File: config.mk
export PLATFORM = sky130hd
export DESIGN_NAME = hdlc_transmit_packet_controller
export DESIGN_NICKNAME = d
export VERILOG_FILES = /design/src/rtl/hdlc_tx_pkg.sv /design/src/rtl/hdlc_transmit_packet_controller.sv
export VERILOG_INCLUDE_DIRS = /design/src /design/src/rtl
export SDC_FILE = /design/constraint.sdc
export NUM_CORES = 2
export LEC_CHECK = 0
export ABC_CLOCK_PERIOD_IN_PS = 9700
export BUFFER_PORTS_ARGS = -buffer_cell sky130_fd_sc_hd__buf_4
export CAP_MARGIN = 10
export CORE_UTILIZATION = 55
export CTS_CLUSTER_DIAMETER = 30
export CTS_CLUSTER_SIZE = 10
export DETAILED_ROUTE_END_ITERATION = 6
export GPL_TIMING_DRIVEN = 1
export PLACE_DENSITY = 0.71
export SLEW_MARGIN = 15
export SYNTH_ARGS = -nofsm -noshare
export SYNTH_HDL_FRONTEND = slang
export SYNTH_SLANG_ARGS = --single-unit
File: constraint.sdc
create_clock -name clk -period 9.7 [get_ports clk]
set_input_delay 0 -clock clk [delete_from_list [all_inputs] [get_ports clk]]
set_output_delay 0 -clock clk [all_outputs]
set_load 0.01 [all_outputs]
File: src/rtl/hdlc_tx_map.svh
// register offsets, field positions, reset values and fixed codes of the hdlc transmit controller
`ifndef HDLC_TX_MAP_SVH
`define HDLC_TX_MAP_SVH
`define TX_CONTROL_OFS   8'hA0
`define TX_WRITE_OFS     8'hA2
`define TX_LIVE_OFS      8'hA4
`define TX_LATCHED_OFS   8'hA6
`define TX_IE_OFS        8'hA8
`define CTL_RESET        16'h0800
`define CTL_MASK         16'h1F7F
`define IE_MASK          16'h003F
`define CTL_THR_LSB      8
`define CTL_THR_MSB      12
`define CTL_INHIBIT      6
`define CTL_INJECT       5
`define CTL_IDLE         4
`define CTL_ORDER        3
`define CTL_INVERT       2
`define CTL_NOFCS        1
`define CTL_QRST         0
`define WR_DATA_LSB      8
`define WR_DATA_MSB      15
`define WR_END           0
`define ST_GRP_LSB       8
`define ST_GRP_MSB       13
`define ST_FULL          2
`define ST_EMPTY         1
`define ST_SPACE         0
`define LT_OVF           5
`define LT_UNF           4
`define LT_PEND          3
`define LT_EMPTY         1
`define LT_SPACE         0
`define HDLC_FLAG        8'h7E
`define IDLE_ONES        8'hFF
`define CRC_POLY         16'h8408
`define CRC_INIT         16'hFFFF
`define STUFF_RUN        3'h5
`define GROUP_SHIFT      3
`endif

File: src/rtl/hdlc_tx_pkg.sv
// types shared by the hdlc transmit controller
package hdlc_tx_pkg;
  typedef struct packed
  {
    logic       last;
    logic [7:0] data;
  } entry_t;

  typedef struct packed
  {
    logic [7:0]  addr;
    logic        wr_hi;
    logic        wr_lo;
    logic        rd;
    logic [15:0] wdata;
  } host_req_t;

  typedef enum logic [2:0]
  {
    S_IDLE  = 3'h0,
    S_OPEN  = 3'h1,
    S_DATA  = 3'h3,
    S_FCS   = 3'h2,
    S_CLOSE = 3'h6
  } ser_state_t;
endpackage : hdlc_tx_pkg

File: src/rtl/hdlc_transmit_packet_controller.sv
// hdlc transmit packet controller: host registers, 256-byte queue, framing serializer
// Notes on behaviour
// - space available when free bytes reach eight times threshold plus one
// - inhibit bit lets current packet finish, then starts no new packet
// - normally the complemented crc-16 follows the packet data
// - inject bit sends the plain crc instead; ignored when check bytes disabled
// - idle fill is repeated 7Eh flags, or all ones when selected
// - bit order select picks lsb-first or msb-first serialisation of data
// - output invert flips every bit leaving the serializer
// - check disable sends packets with no check bytes at all
// - queue reset empties queue, halts transfer, powers ram down, ignores writes
// - after queue reset, discard writes until ram awake and new packet start
// - upper byte write pushes data byte and end marker as one entry
// - write port always reads as zero
// - six-bit field gives whole eight-byte groups of free space
// - full bit set only when all 256 bytes are stored
// - empty bit set exactly when no bytes are stored
// - space-available bit follows free space against programmed threshold
// - empty and space latches set on rising edge and on reset release
// - packet-end latch set when an end-marked entry leaves the queue
// - each latch interrupts only with its enable and the port enable
`timescale 1ns/1ps
`include "hdlc_tx_map.svh"

module hdlc_transmit_packet_controller #(
  parameter int DEPTH     = 256,
  parameter int WAKE_CYCS = 16
) (
  input  wire logic                 clk,
  input  wire logic                 reset,
  input  wire hdlc_tx_pkg::host_req_t host,
  output logic [15:0]               rdata,
  input  wire logic                 port_interrupt_enable,
  output logic                      irq,
  input  wire logic                 bit_req,
  output logic                      tx_bit,
  output logic                      ram_power_down
);
  import hdlc_tx_pkg::*;

  localparam int AW = $clog2(DEPTH);

  initial
  begin
    if (DEPTH != 256 || WAKE_CYCS < 1 || WAKE_CYCS > 65535)
      $error("unsupported queue depth or wake count");
  end

  // --------------------------------------------------------------
  // host registers
  // --------------------------------------------------------------
  logic [15:0] ctl_r, ctl_nxt, lat_r, lat_nxt, ie_r, ie_nxt, rdata_r, rdata_nxt;
  logic [15:0] live;
  logic [15:0] wake_r, wake_nxt;
  logic        hunt_r, hunt_nxt, open_r, open_nxt, qrst_d_r;
  logic        empty_d_r, space_d_r;
  logic        push, ovf, unf, pend_pop;
  logic [AW:0] count_r, count_nxt, free;
  logic        q_empty, q_full, space_ok;
  logic        qrst, host_wr, accept;

  assign qrst    = ctl_r[`CTL_QRST];
  assign host_wr = host.wr_hi && host.addr == `TX_WRITE_OFS;
  assign free    = (AW+1)'(DEPTH) - count_r;
  assign q_full  = count_r == (AW+1)'(DEPTH);
  assign q_empty = count_r == '0;
  assign space_ok = free >= (AW+1)'({ctl_r[`CTL_THR_MSB:`CTL_THR_LSB], 3'h0}) + (AW+1)'(1);

  always_comb
  begin
    live = '0;
    live[`ST_GRP_MSB:`ST_GRP_LSB] = 6'(free >> `GROUP_SHIFT);
    live[`ST_FULL]  = q_full;
    live[`ST_EMPTY] = q_empty;
    live[`ST_SPACE] = space_ok;
  end

  // upper byte pushes entry
  // a packet start that arrives in the very cycle the hunt ends is kept, not thrown away
  assign accept = !qrst && (!hunt_r || (wake_r == '0 && !open_r));
  assign push   = host_wr && accept && !q_full;
  assign ovf    = host_wr && accept && q_full;

  always_comb
  begin
    ctl_nxt  = ctl_r;
    ie_nxt   = ie_r;
    lat_nxt  = lat_r;
    wake_nxt = wake_r;
    hunt_nxt = hunt_r;
    open_nxt = open_r;
    if (host.addr == `TX_CONTROL_OFS && host.wr_hi)
      ctl_nxt[15:8] = host.wdata[15:8] & 8'(`CTL_MASK >> 8);
    if (host.addr == `TX_CONTROL_OFS && host.wr_lo)
      ctl_nxt[7:0] = host.wdata[7:0] & 8'(`CTL_MASK);
    if (host.addr == `TX_IE_OFS && host.wr_lo)
      ie_nxt[7:0] = host.wdata[7:0] & 8'(`IE_MASK);
    if (host.addr == `TX_LATCHED_OFS && host.wr_lo)
      lat_nxt[7:0] = lat_r[7:0] & ~host.wdata[7:0];
    if (qrst)
    begin
      wake_nxt = 16'(WAKE_CYCS);
      hunt_nxt = 1'b1;
      open_nxt = 1'b0;
    end
    else
    begin
      if (wake_r != '0)
        wake_nxt = wake_r - 16'h0001;
      if (host_wr)
        open_nxt = !host.wdata[`WR_END];
      if (wake_r == '0 && !open_r)
        hunt_nxt = 1'b0;
    end
    // event sets win over clears
    if (ovf)
      lat_nxt[`LT_OVF] = 1'b1;
    if (unf)
      lat_nxt[`LT_UNF] = 1'b1;
    if (pend_pop)
      lat_nxt[`LT_PEND] = 1'b1;
    if ((q_empty && !empty_d_r) || (qrst_d_r && !qrst))
      lat_nxt[`LT_EMPTY] = 1'b1;
    if ((space_ok && !space_d_r) || (qrst_d_r && !qrst))
      lat_nxt[`LT_SPACE] = 1'b1;
    rdata_nxt = rdata_r;
    if (host.rd)
    begin
      unique case (host.addr)
        `TX_CONTROL_OFS: rdata_nxt = ctl_r;
        `TX_LIVE_OFS:    rdata_nxt = live;
        `TX_LATCHED_OFS: rdata_nxt = lat_r;
        `TX_IE_OFS:      rdata_nxt = ie_r;
        default:         rdata_nxt = '0;
      endcase
    end
  end

  always_ff @(posedge clk)
  begin
    if (reset)
    begin
      ctl_r     <= `CTL_RESET;
      ie_r      <= '0;
      lat_r     <= '0;
      rdata_r   <= '0;
      wake_r    <= '0;
      hunt_r    <= 1'b0;
      open_r    <= 1'b0;
      qrst_d_r  <= 1'b0;
      empty_d_r <= 1'b1;
      space_d_r <= 1'b1;
    end
    else
    begin
      ctl_r     <= ctl_nxt;
      ie_r      <= ie_nxt;
      lat_r     <= lat_nxt;
      rdata_r   <= rdata_nxt;
      wake_r    <= wake_nxt;
      hunt_r    <= hunt_nxt;
      open_r    <= open_nxt;
      qrst_d_r  <= qrst;
      empty_d_r <= q_empty;
      space_d_r <= space_ok;
    end
  end

  assign rdata = rdata_r;
  assign irq = port_interrupt_enable && |(lat_r & ie_r);
  assign ram_power_down = qrst;

  // --------------------------------------------------------------
  // 256-entry queue and two-entry buffer
  // --------------------------------------------------------------
  // byte plus end marker
  entry_t        mem [DEPTH];
  logic [AW-1:0] wp_r, wp_nxt, rp_r, rp_nxt;
  logic          q_pop;
  entry_t        skid [2];
  logic [1:0]    sc_r, sc_nxt;
  logic          sh_r, sh_nxt;
  logic          b_valid, b_take;
  entry_t        b_head;

  assign q_pop    = !q_empty && sc_r != 2'h2 && !qrst;
  assign pend_pop = q_pop && mem[rp_r].last;
  assign b_valid  = sc_r != 2'h0;
  assign b_head   = skid[sh_r];

  always_comb
  begin
    wp_nxt    = wp_r;
    rp_nxt    = rp_r;
    count_nxt = count_r;
    sc_nxt    = sc_r;
    sh_nxt    = sh_r;
    if (qrst)
    begin
      wp_nxt    = '0;
      rp_nxt    = '0;
      count_nxt = '0;
      sc_nxt    = '0;
      sh_nxt    = '0;
    end
    else
    begin
      if (push)
        wp_nxt = wp_r + AW'(1);
      if (q_pop)
        rp_nxt = rp_r + AW'(1);
      count_nxt = count_r + (AW+1)'(push) - (AW+1)'(q_pop);
      sc_nxt    = sc_r + 2'(q_pop) - 2'(b_take);
      if (b_take)
        sh_nxt = !sh_r;
    end
  end

  always_ff @(posedge clk)
  begin
    if (push)
      mem[wp_r] <= '{last: host.wdata[`WR_END], data: host.wdata[`WR_DATA_MSB:`WR_DATA_LSB]};
    if (q_pop)
      // tail slot sits one past the head whenever one entry waits, whether or not the head leaves now
      skid[sh_r ^ (sc_r != 2'h0)] <= mem[rp_r];
  end

  always_ff @(posedge clk)
  begin
    if (reset)
    begin
      wp_r    <= '0;
      rp_r    <= '0;
      count_r <= '0;
      sc_r    <= '0;
      sh_r    <= '0;
    end
    else
    begin
      wp_r    <= wp_nxt;
      rp_r    <= rp_nxt;
      count_r <= count_nxt;
      sc_r    <= sc_nxt;
      sh_r    <= sh_nxt;
    end
  end

  // --------------------------------------------------------------
  // serializer
  // --------------------------------------------------------------
  ser_state_t  st_r, st_nxt;
  logic [15:0] sr_r, sr_nxt, crc_r, crc_nxt;
  logic [4:0]  left_r, left_nxt;
  logic [2:0]  ones_r, ones_nxt;
  logic        stuff_r, stuff_nxt, last_r, last_nxt, bit_r, bit_nxt;
  logic [7:0]  fill, ordered;

  assign fill = ctl_r[`CTL_IDLE] ? `IDLE_ONES : `HDLC_FLAG;

  always_comb
  begin
    for (int i = 0; i < 8; i++)
      ordered[i] = ctl_r[`CTL_ORDER] ? b_head.data[7-i] : b_head.data[i];
  end

  always_comb
  begin
    st_nxt    = st_r;
    sr_nxt    = sr_r;
    crc_nxt   = crc_r;
    left_nxt  = left_r;
    ones_nxt  = ones_r;
    stuff_nxt = stuff_r;
    last_nxt  = last_r;
    bit_nxt   = bit_r;
    b_take    = 1'b0;
    unf       = 1'b0;
    if (qrst)
    begin
      st_nxt    = S_IDLE;
      sr_nxt    = {8'h00, fill};
      left_nxt  = 5'h08;
      ones_nxt  = '0;
      stuff_nxt = 1'b0;
    end
    else if (bit_req)
    begin
      if (ones_r == `STUFF_RUN)
      begin
        bit_nxt  = ctl_r[`CTL_INVERT];
        ones_nxt = '0;
      end
      else
      begin
        bit_nxt  = sr_r[0] ^ ctl_r[`CTL_INVERT];
        sr_nxt   = sr_r >> 1;
        left_nxt = left_r - 5'h01;
        // run count restarts outside stuffed fields so flags never seed the next frame's count
        ones_nxt = (stuff_r && sr_r[0]) ? ones_r + 3'h1 : 3'h0;
        if (st_r == S_DATA && !ctl_r[`CTL_NOFCS])
          crc_nxt = (crc_r >> 1) ^ ((crc_r[0] ^ sr_r[0]) ? `CRC_POLY : 16'h0000);
        if (left_r == 5'h01)
        begin
          left_nxt  = 5'h08;
          stuff_nxt = 1'b0;
          sr_nxt    = {8'h00, `HDLC_FLAG};
          unique case (st_r)
            S_IDLE, S_CLOSE:
            begin
              if (b_valid && !ctl_r[`CTL_INHIBIT])
                st_nxt = S_OPEN;
              else
              begin
                st_nxt = S_IDLE;
                sr_nxt = {8'h00, fill};
              end
            end
            S_OPEN, S_DATA:
            begin
              if (st_r == S_DATA && last_r)
              begin
                if (ctl_r[`CTL_NOFCS])
                  st_nxt = S_CLOSE;
                else
                begin
                  st_nxt   = S_FCS;
                  sr_nxt   = ctl_r[`CTL_INJECT] ? crc_nxt : ~crc_nxt;
                  left_nxt = 5'h10;
                  stuff_nxt = 1'b1;
                end
              end
              else if (b_valid)
              begin
                if (st_r == S_OPEN)
                  crc_nxt = `CRC_INIT;
                st_nxt    = S_DATA;
                sr_nxt    = {8'h00, ordered};
                stuff_nxt = 1'b1;
                last_nxt  = b_head.last;
                b_take    = 1'b1;
              end
              else
              begin
                // starved mid-packet: frame is cut short
                unf    = 1'b1;
                st_nxt = S_CLOSE;
              end
            end
            S_FCS:
              st_nxt = S_CLOSE;
            default:
              st_nxt = S_IDLE;
          endcase
        end
      end
    end
  end

  always_ff @(posedge clk)
  begin
    if (reset)
    begin
      st_r    <= S_IDLE;
      sr_r    <= {8'h00, `HDLC_FLAG};
      crc_r   <= `CRC_INIT;
      left_r  <= 5'h08;
      ones_r  <= '0;
      stuff_r <= 1'b0;
      last_r  <= 1'b0;
      bit_r   <= 1'b1;
    end
    else
    begin
      st_r    <= st_nxt;
      sr_r    <= sr_nxt;
      crc_r   <= crc_nxt;
      left_r  <= left_nxt;
      ones_r  <= ones_nxt;
      stuff_r <= stuff_nxt;
      last_r  <= last_nxt;
      bit_r   <= bit_nxt;
    end
  end

  assign tx_bit = bit_r;

endmodule : hdlc_transmit_packet_controller

==> results.md <==
- Dominant synthesized flop cell: edfxtp_1
- CP Capture Type: flop
- CP max stage delay: 0.93 ns
- Post-layout nets: ~5000
- Storage cell area: 0.0726 sq mm
- Worst r2r path cells: 7
- Antenna violations before repair: 7
- GRT Resource Usage Total: 28.1%
- Worst vdd ir: about 220 uV
- Leak: roughly 36 nW
- Max Fanout on Critical Path: 16
- Initial DRT Pass Iterations: 6
- Final wirelength: around 240000 um
- Worst path cell trace: or4_1 -> or4_4 -> o31ai_4 -> or4b_1 -> nor2_1 -> nand2_2 -> nor2_1
- Required @ worst endpoint: approximately 10 ns
- Cell variety after synth: 73
- Reg2reg start: wake_r[3]$_SDFFE_PP0P_
- Row count: 153
- Synth area leaders: edfxtp_1 73%, mux4_2 17%, dfxtp_1 3.0%
- Initial DRC Count: a little under 7000
- Crit path kind: reg2reg
- Total number of H-tree levels: 5
- Clock root buffer: clkbuf_16
- Fillcell total: about 11000
- Slew HR: between 20 and 25%
- Total global routing overflow: 0
- Proportion of layout cells with a drive suffix above 1: 29.9%
- Final Hold Fails: 0
- Number of synthesized register bits: between 2000 and 2500
- Async set-reset flop share out of synthesis: 0%
- Mean post-synth cell area: approximately 21 sq um
- Die Ht: 420 um
- # DRC: 0
- Share of the synthesized area in the top cell type: 72.5%
- CP Depth: 7
- Detail Placement HPWL: between 100000 and 150000 um
- Die ar.: between 0.15 and 0.2 sq mm
- Critical Path Source Type: flop
- R2R setup slack: approximately 4.4 ns
- Top-count cell post-synth: edfxtp_1
- Status: finished clean
- Via Count: about 49000
- Total core area: ~0.17 sq mm
- Clk_skew: around 0.08 ns
- Crit-path leading delay family: simple AND/OR/NAND/NOR gates
- Synth area leader: edfxtp_1
- PortBufs: 47
- Multi-input logic area: between 0.02 and 0.025 sq mm
- CTS tree: built
- Most common cell on crit path: nor2_1
- Synth warn: 0
- DR WL/cell: 32.0 um
- Pwr/cell area: 283 mW/mm^2
- Post-route cell area: ~0.11 sq mm
- Critical Path Slowest Stage Cell: nor2_1
- Unrepaired setup endpoints after global routing: no
- Arr. time, crit path: ~5.8 ns
- Fin. max-slew vios: 0
- Die X: between 400 and 500 um
- Hold crit path type: in2reg
- Top Ports: 50
- Hold Path Cell Cnt: 7
- Reg2reg end: mem[158][2]$_DFFE_PP_
- Max Cap Viol: 0
- Vias per cell: 6.47
- Mapped Cells: 4578
- Fin crit period: ~5.3 ns
- Antenna violation net count after detailed routing: 0
- P&R area growth vs syn: 19.4%
- Period utilization: ~54%
- FMAX: about 0.19 GHz
- WP buf/inv: 0
- First-pass GRT wire length: approximately 350000 um
- Post-synth EDFFs: between 2000 and 2500
- Final setup violation count: 0
- Top post-synthesis cells by count: 2322 x edfxtp_1, 710 x mux4_2, 380 x nor2_1
- Placer congestion estimate: around 0.86
- Vias in the first global route: around 50000
- Placed cell areas: 0.0991 sq mm
- TritonCTS buffer count: approximately 440
- Postcts setup bufs: 0
- Effective utilization at floorplan: 55.4%
- CTS clk-pin slew, worst paths: 0.05 ns
- Pin count of the biggest net entering global routing: 140
- Share of the yosys chip area belonging to registers: between 70% and 80%
- Synthesized area: a little under 0.1 sq mm
- CP Capture Point: mem[158][2]$_DFFE_PP_
- Worst Max-Slew Pin Slew: around 1.2 ns
- Crit path launch: wake_r[3]$_SDFFE_PP0P_
- Worst-case clock buffer depth: 4
- Setup_tns: 0 ns
- Post-CTS sizing: 0
- Worst-Skew Late Latency: around 0.98 ns
- CTS sink cnt: around 2500
==> worst min-delay path, cell delays in order <==
cell and delay, ns:
buf_4 0.08, nor4b_1 0.07, and4b_1 0.22, and3_1 0.28
nand2_1 0.11, a21oi_1 0.07, a21oi_1 0.14
==> through the flow <==
stage	std cells	total power [W]	setup slack [ns]	hold slack (ns)	utilization (%)
6_report	7618	0.0324	4.43	0.0981	66.1
5_1_grt	7614	0.0333	4.25	0.114	66.1
4_1_cts	7614	0.0325	4.50	0.00566	66.1
3_5_place_dp	6759	0.0170	4.63	0.182	57.1
3_3_place_gp	6759	0.0169	4.66	0.175	57.1
2_1_floorplan	4579	0.0155	5.72	0.0838	-
==> final cells by class <==
| class | instances | area share (%) |
|---|---|---|
| Sequential cell | 2466 | 63.3 |
| Multi-Input combinational cell | 1797 | 19.4 |
| Clock buffer | 500 | 10.0 |
| Clock inverter | 295 | 3.11 |
| Tap cell | 2325 | 2.53 |
| Timing Repair Buffer | 184 | 1.46 |
| Inverter | 47 | 0.165 |
| Antenna cell | 4 | 0.00872 |
==> report_power, final <==
part / internal [W] / switching (W) / leakage (nW)
registers: 0.0118 / 0.000152 / 22.0
clock network: 0.0103 / 0.00527 / 7.25
logic: 0.00233 / 0.00259 / 7.12
==> cells by family (layout without fill, tap and decap cells) <==
logic type / count (synthesis) / after routing / share of synthesized area, %
xor+xnor: 57 / 57 / 0.519
compound gates: 290 / 290 / 2.14
mux: 740 / 740 / 17.0
fa+ha+maj: 38 / 38 / 0.502
simple gates: 670 / 670 / 3.03
buf+inv: 316 / 1026 / 1.30
other cells: 1 / 6 / 0.00390
flops: 2466 / 2466 / 75.5
==> worst min-delay path by stage <==
stage                               start               endpoint  slack, ns
finish                           host[25]  lat_r[0]$_SDFFE_PP0P_        0.1
global route                     host[25]  lat_r[0]$_SDFFE_PP0P_       0.11
CTS                              host[23]  lat_r[0]$_SDFFE_PP0P_      0.006
detailed placement                host[7]  lat_r[7]$_SDFFE_PP0P_       0.18
global placement                  host[7]  lat_r[7]$_SDFFE_PP0P_       0.17
floorplan           port_interrupt_enable                    irq       0.08
==> metal layers <==
metal  GRT usage (%)  part of all wire [%]  vias up
li1                -                     -    19836
met1            39.9                    38    25758
met2            43.1                    48     3287
met3            7.05                    11      438
met4            9.22                   3.0        4
met5               0                 0.019        -
==> what timing repair did <==
item / in CTS / in global routing
hold endpoints to repair: 1010 / 0
setup endpoints to repair: 0 / 0
hold buffers: 60 / 0
==> registers in the layout, indices dropped and copies added, names as in the netlist, 2 cells and up, named ones only <==
signal and flops:
count_r 9, crc_r 16, ctl_r 12, ie_r 6
lat_r 8, left_r 5, mem 2304, ones_r 3
rdata 14, rp_r 8, sc_r 2, skid 18
sr_r 16, st_r 3, wake_r 16, wp_r 8
==> cell usage in the layout, fill, tap and decap left out, types with 29 or more instances in the layout <==
cell type and count:
buf_4 108, mux4_2 710, bufinv_16 69, nand2_1 129
xnor2_1 29, nand3_1 31, nor2_1 378, a21oi_1 58
clkinvlp_4 50, dfxtp_1 140, clkinv_1 36, nand2b_1 29
inv_6 31, clkinv_2 70, ha_1 37, clkbuf_1 44
o21ai_0 29, inv_1 45, clkinv_4 37, dlygate4sd3_1 60
edfxtp_1 2322, clkbuf_16 447, a22oi_1 51
(Power assumes the default switching activity.)
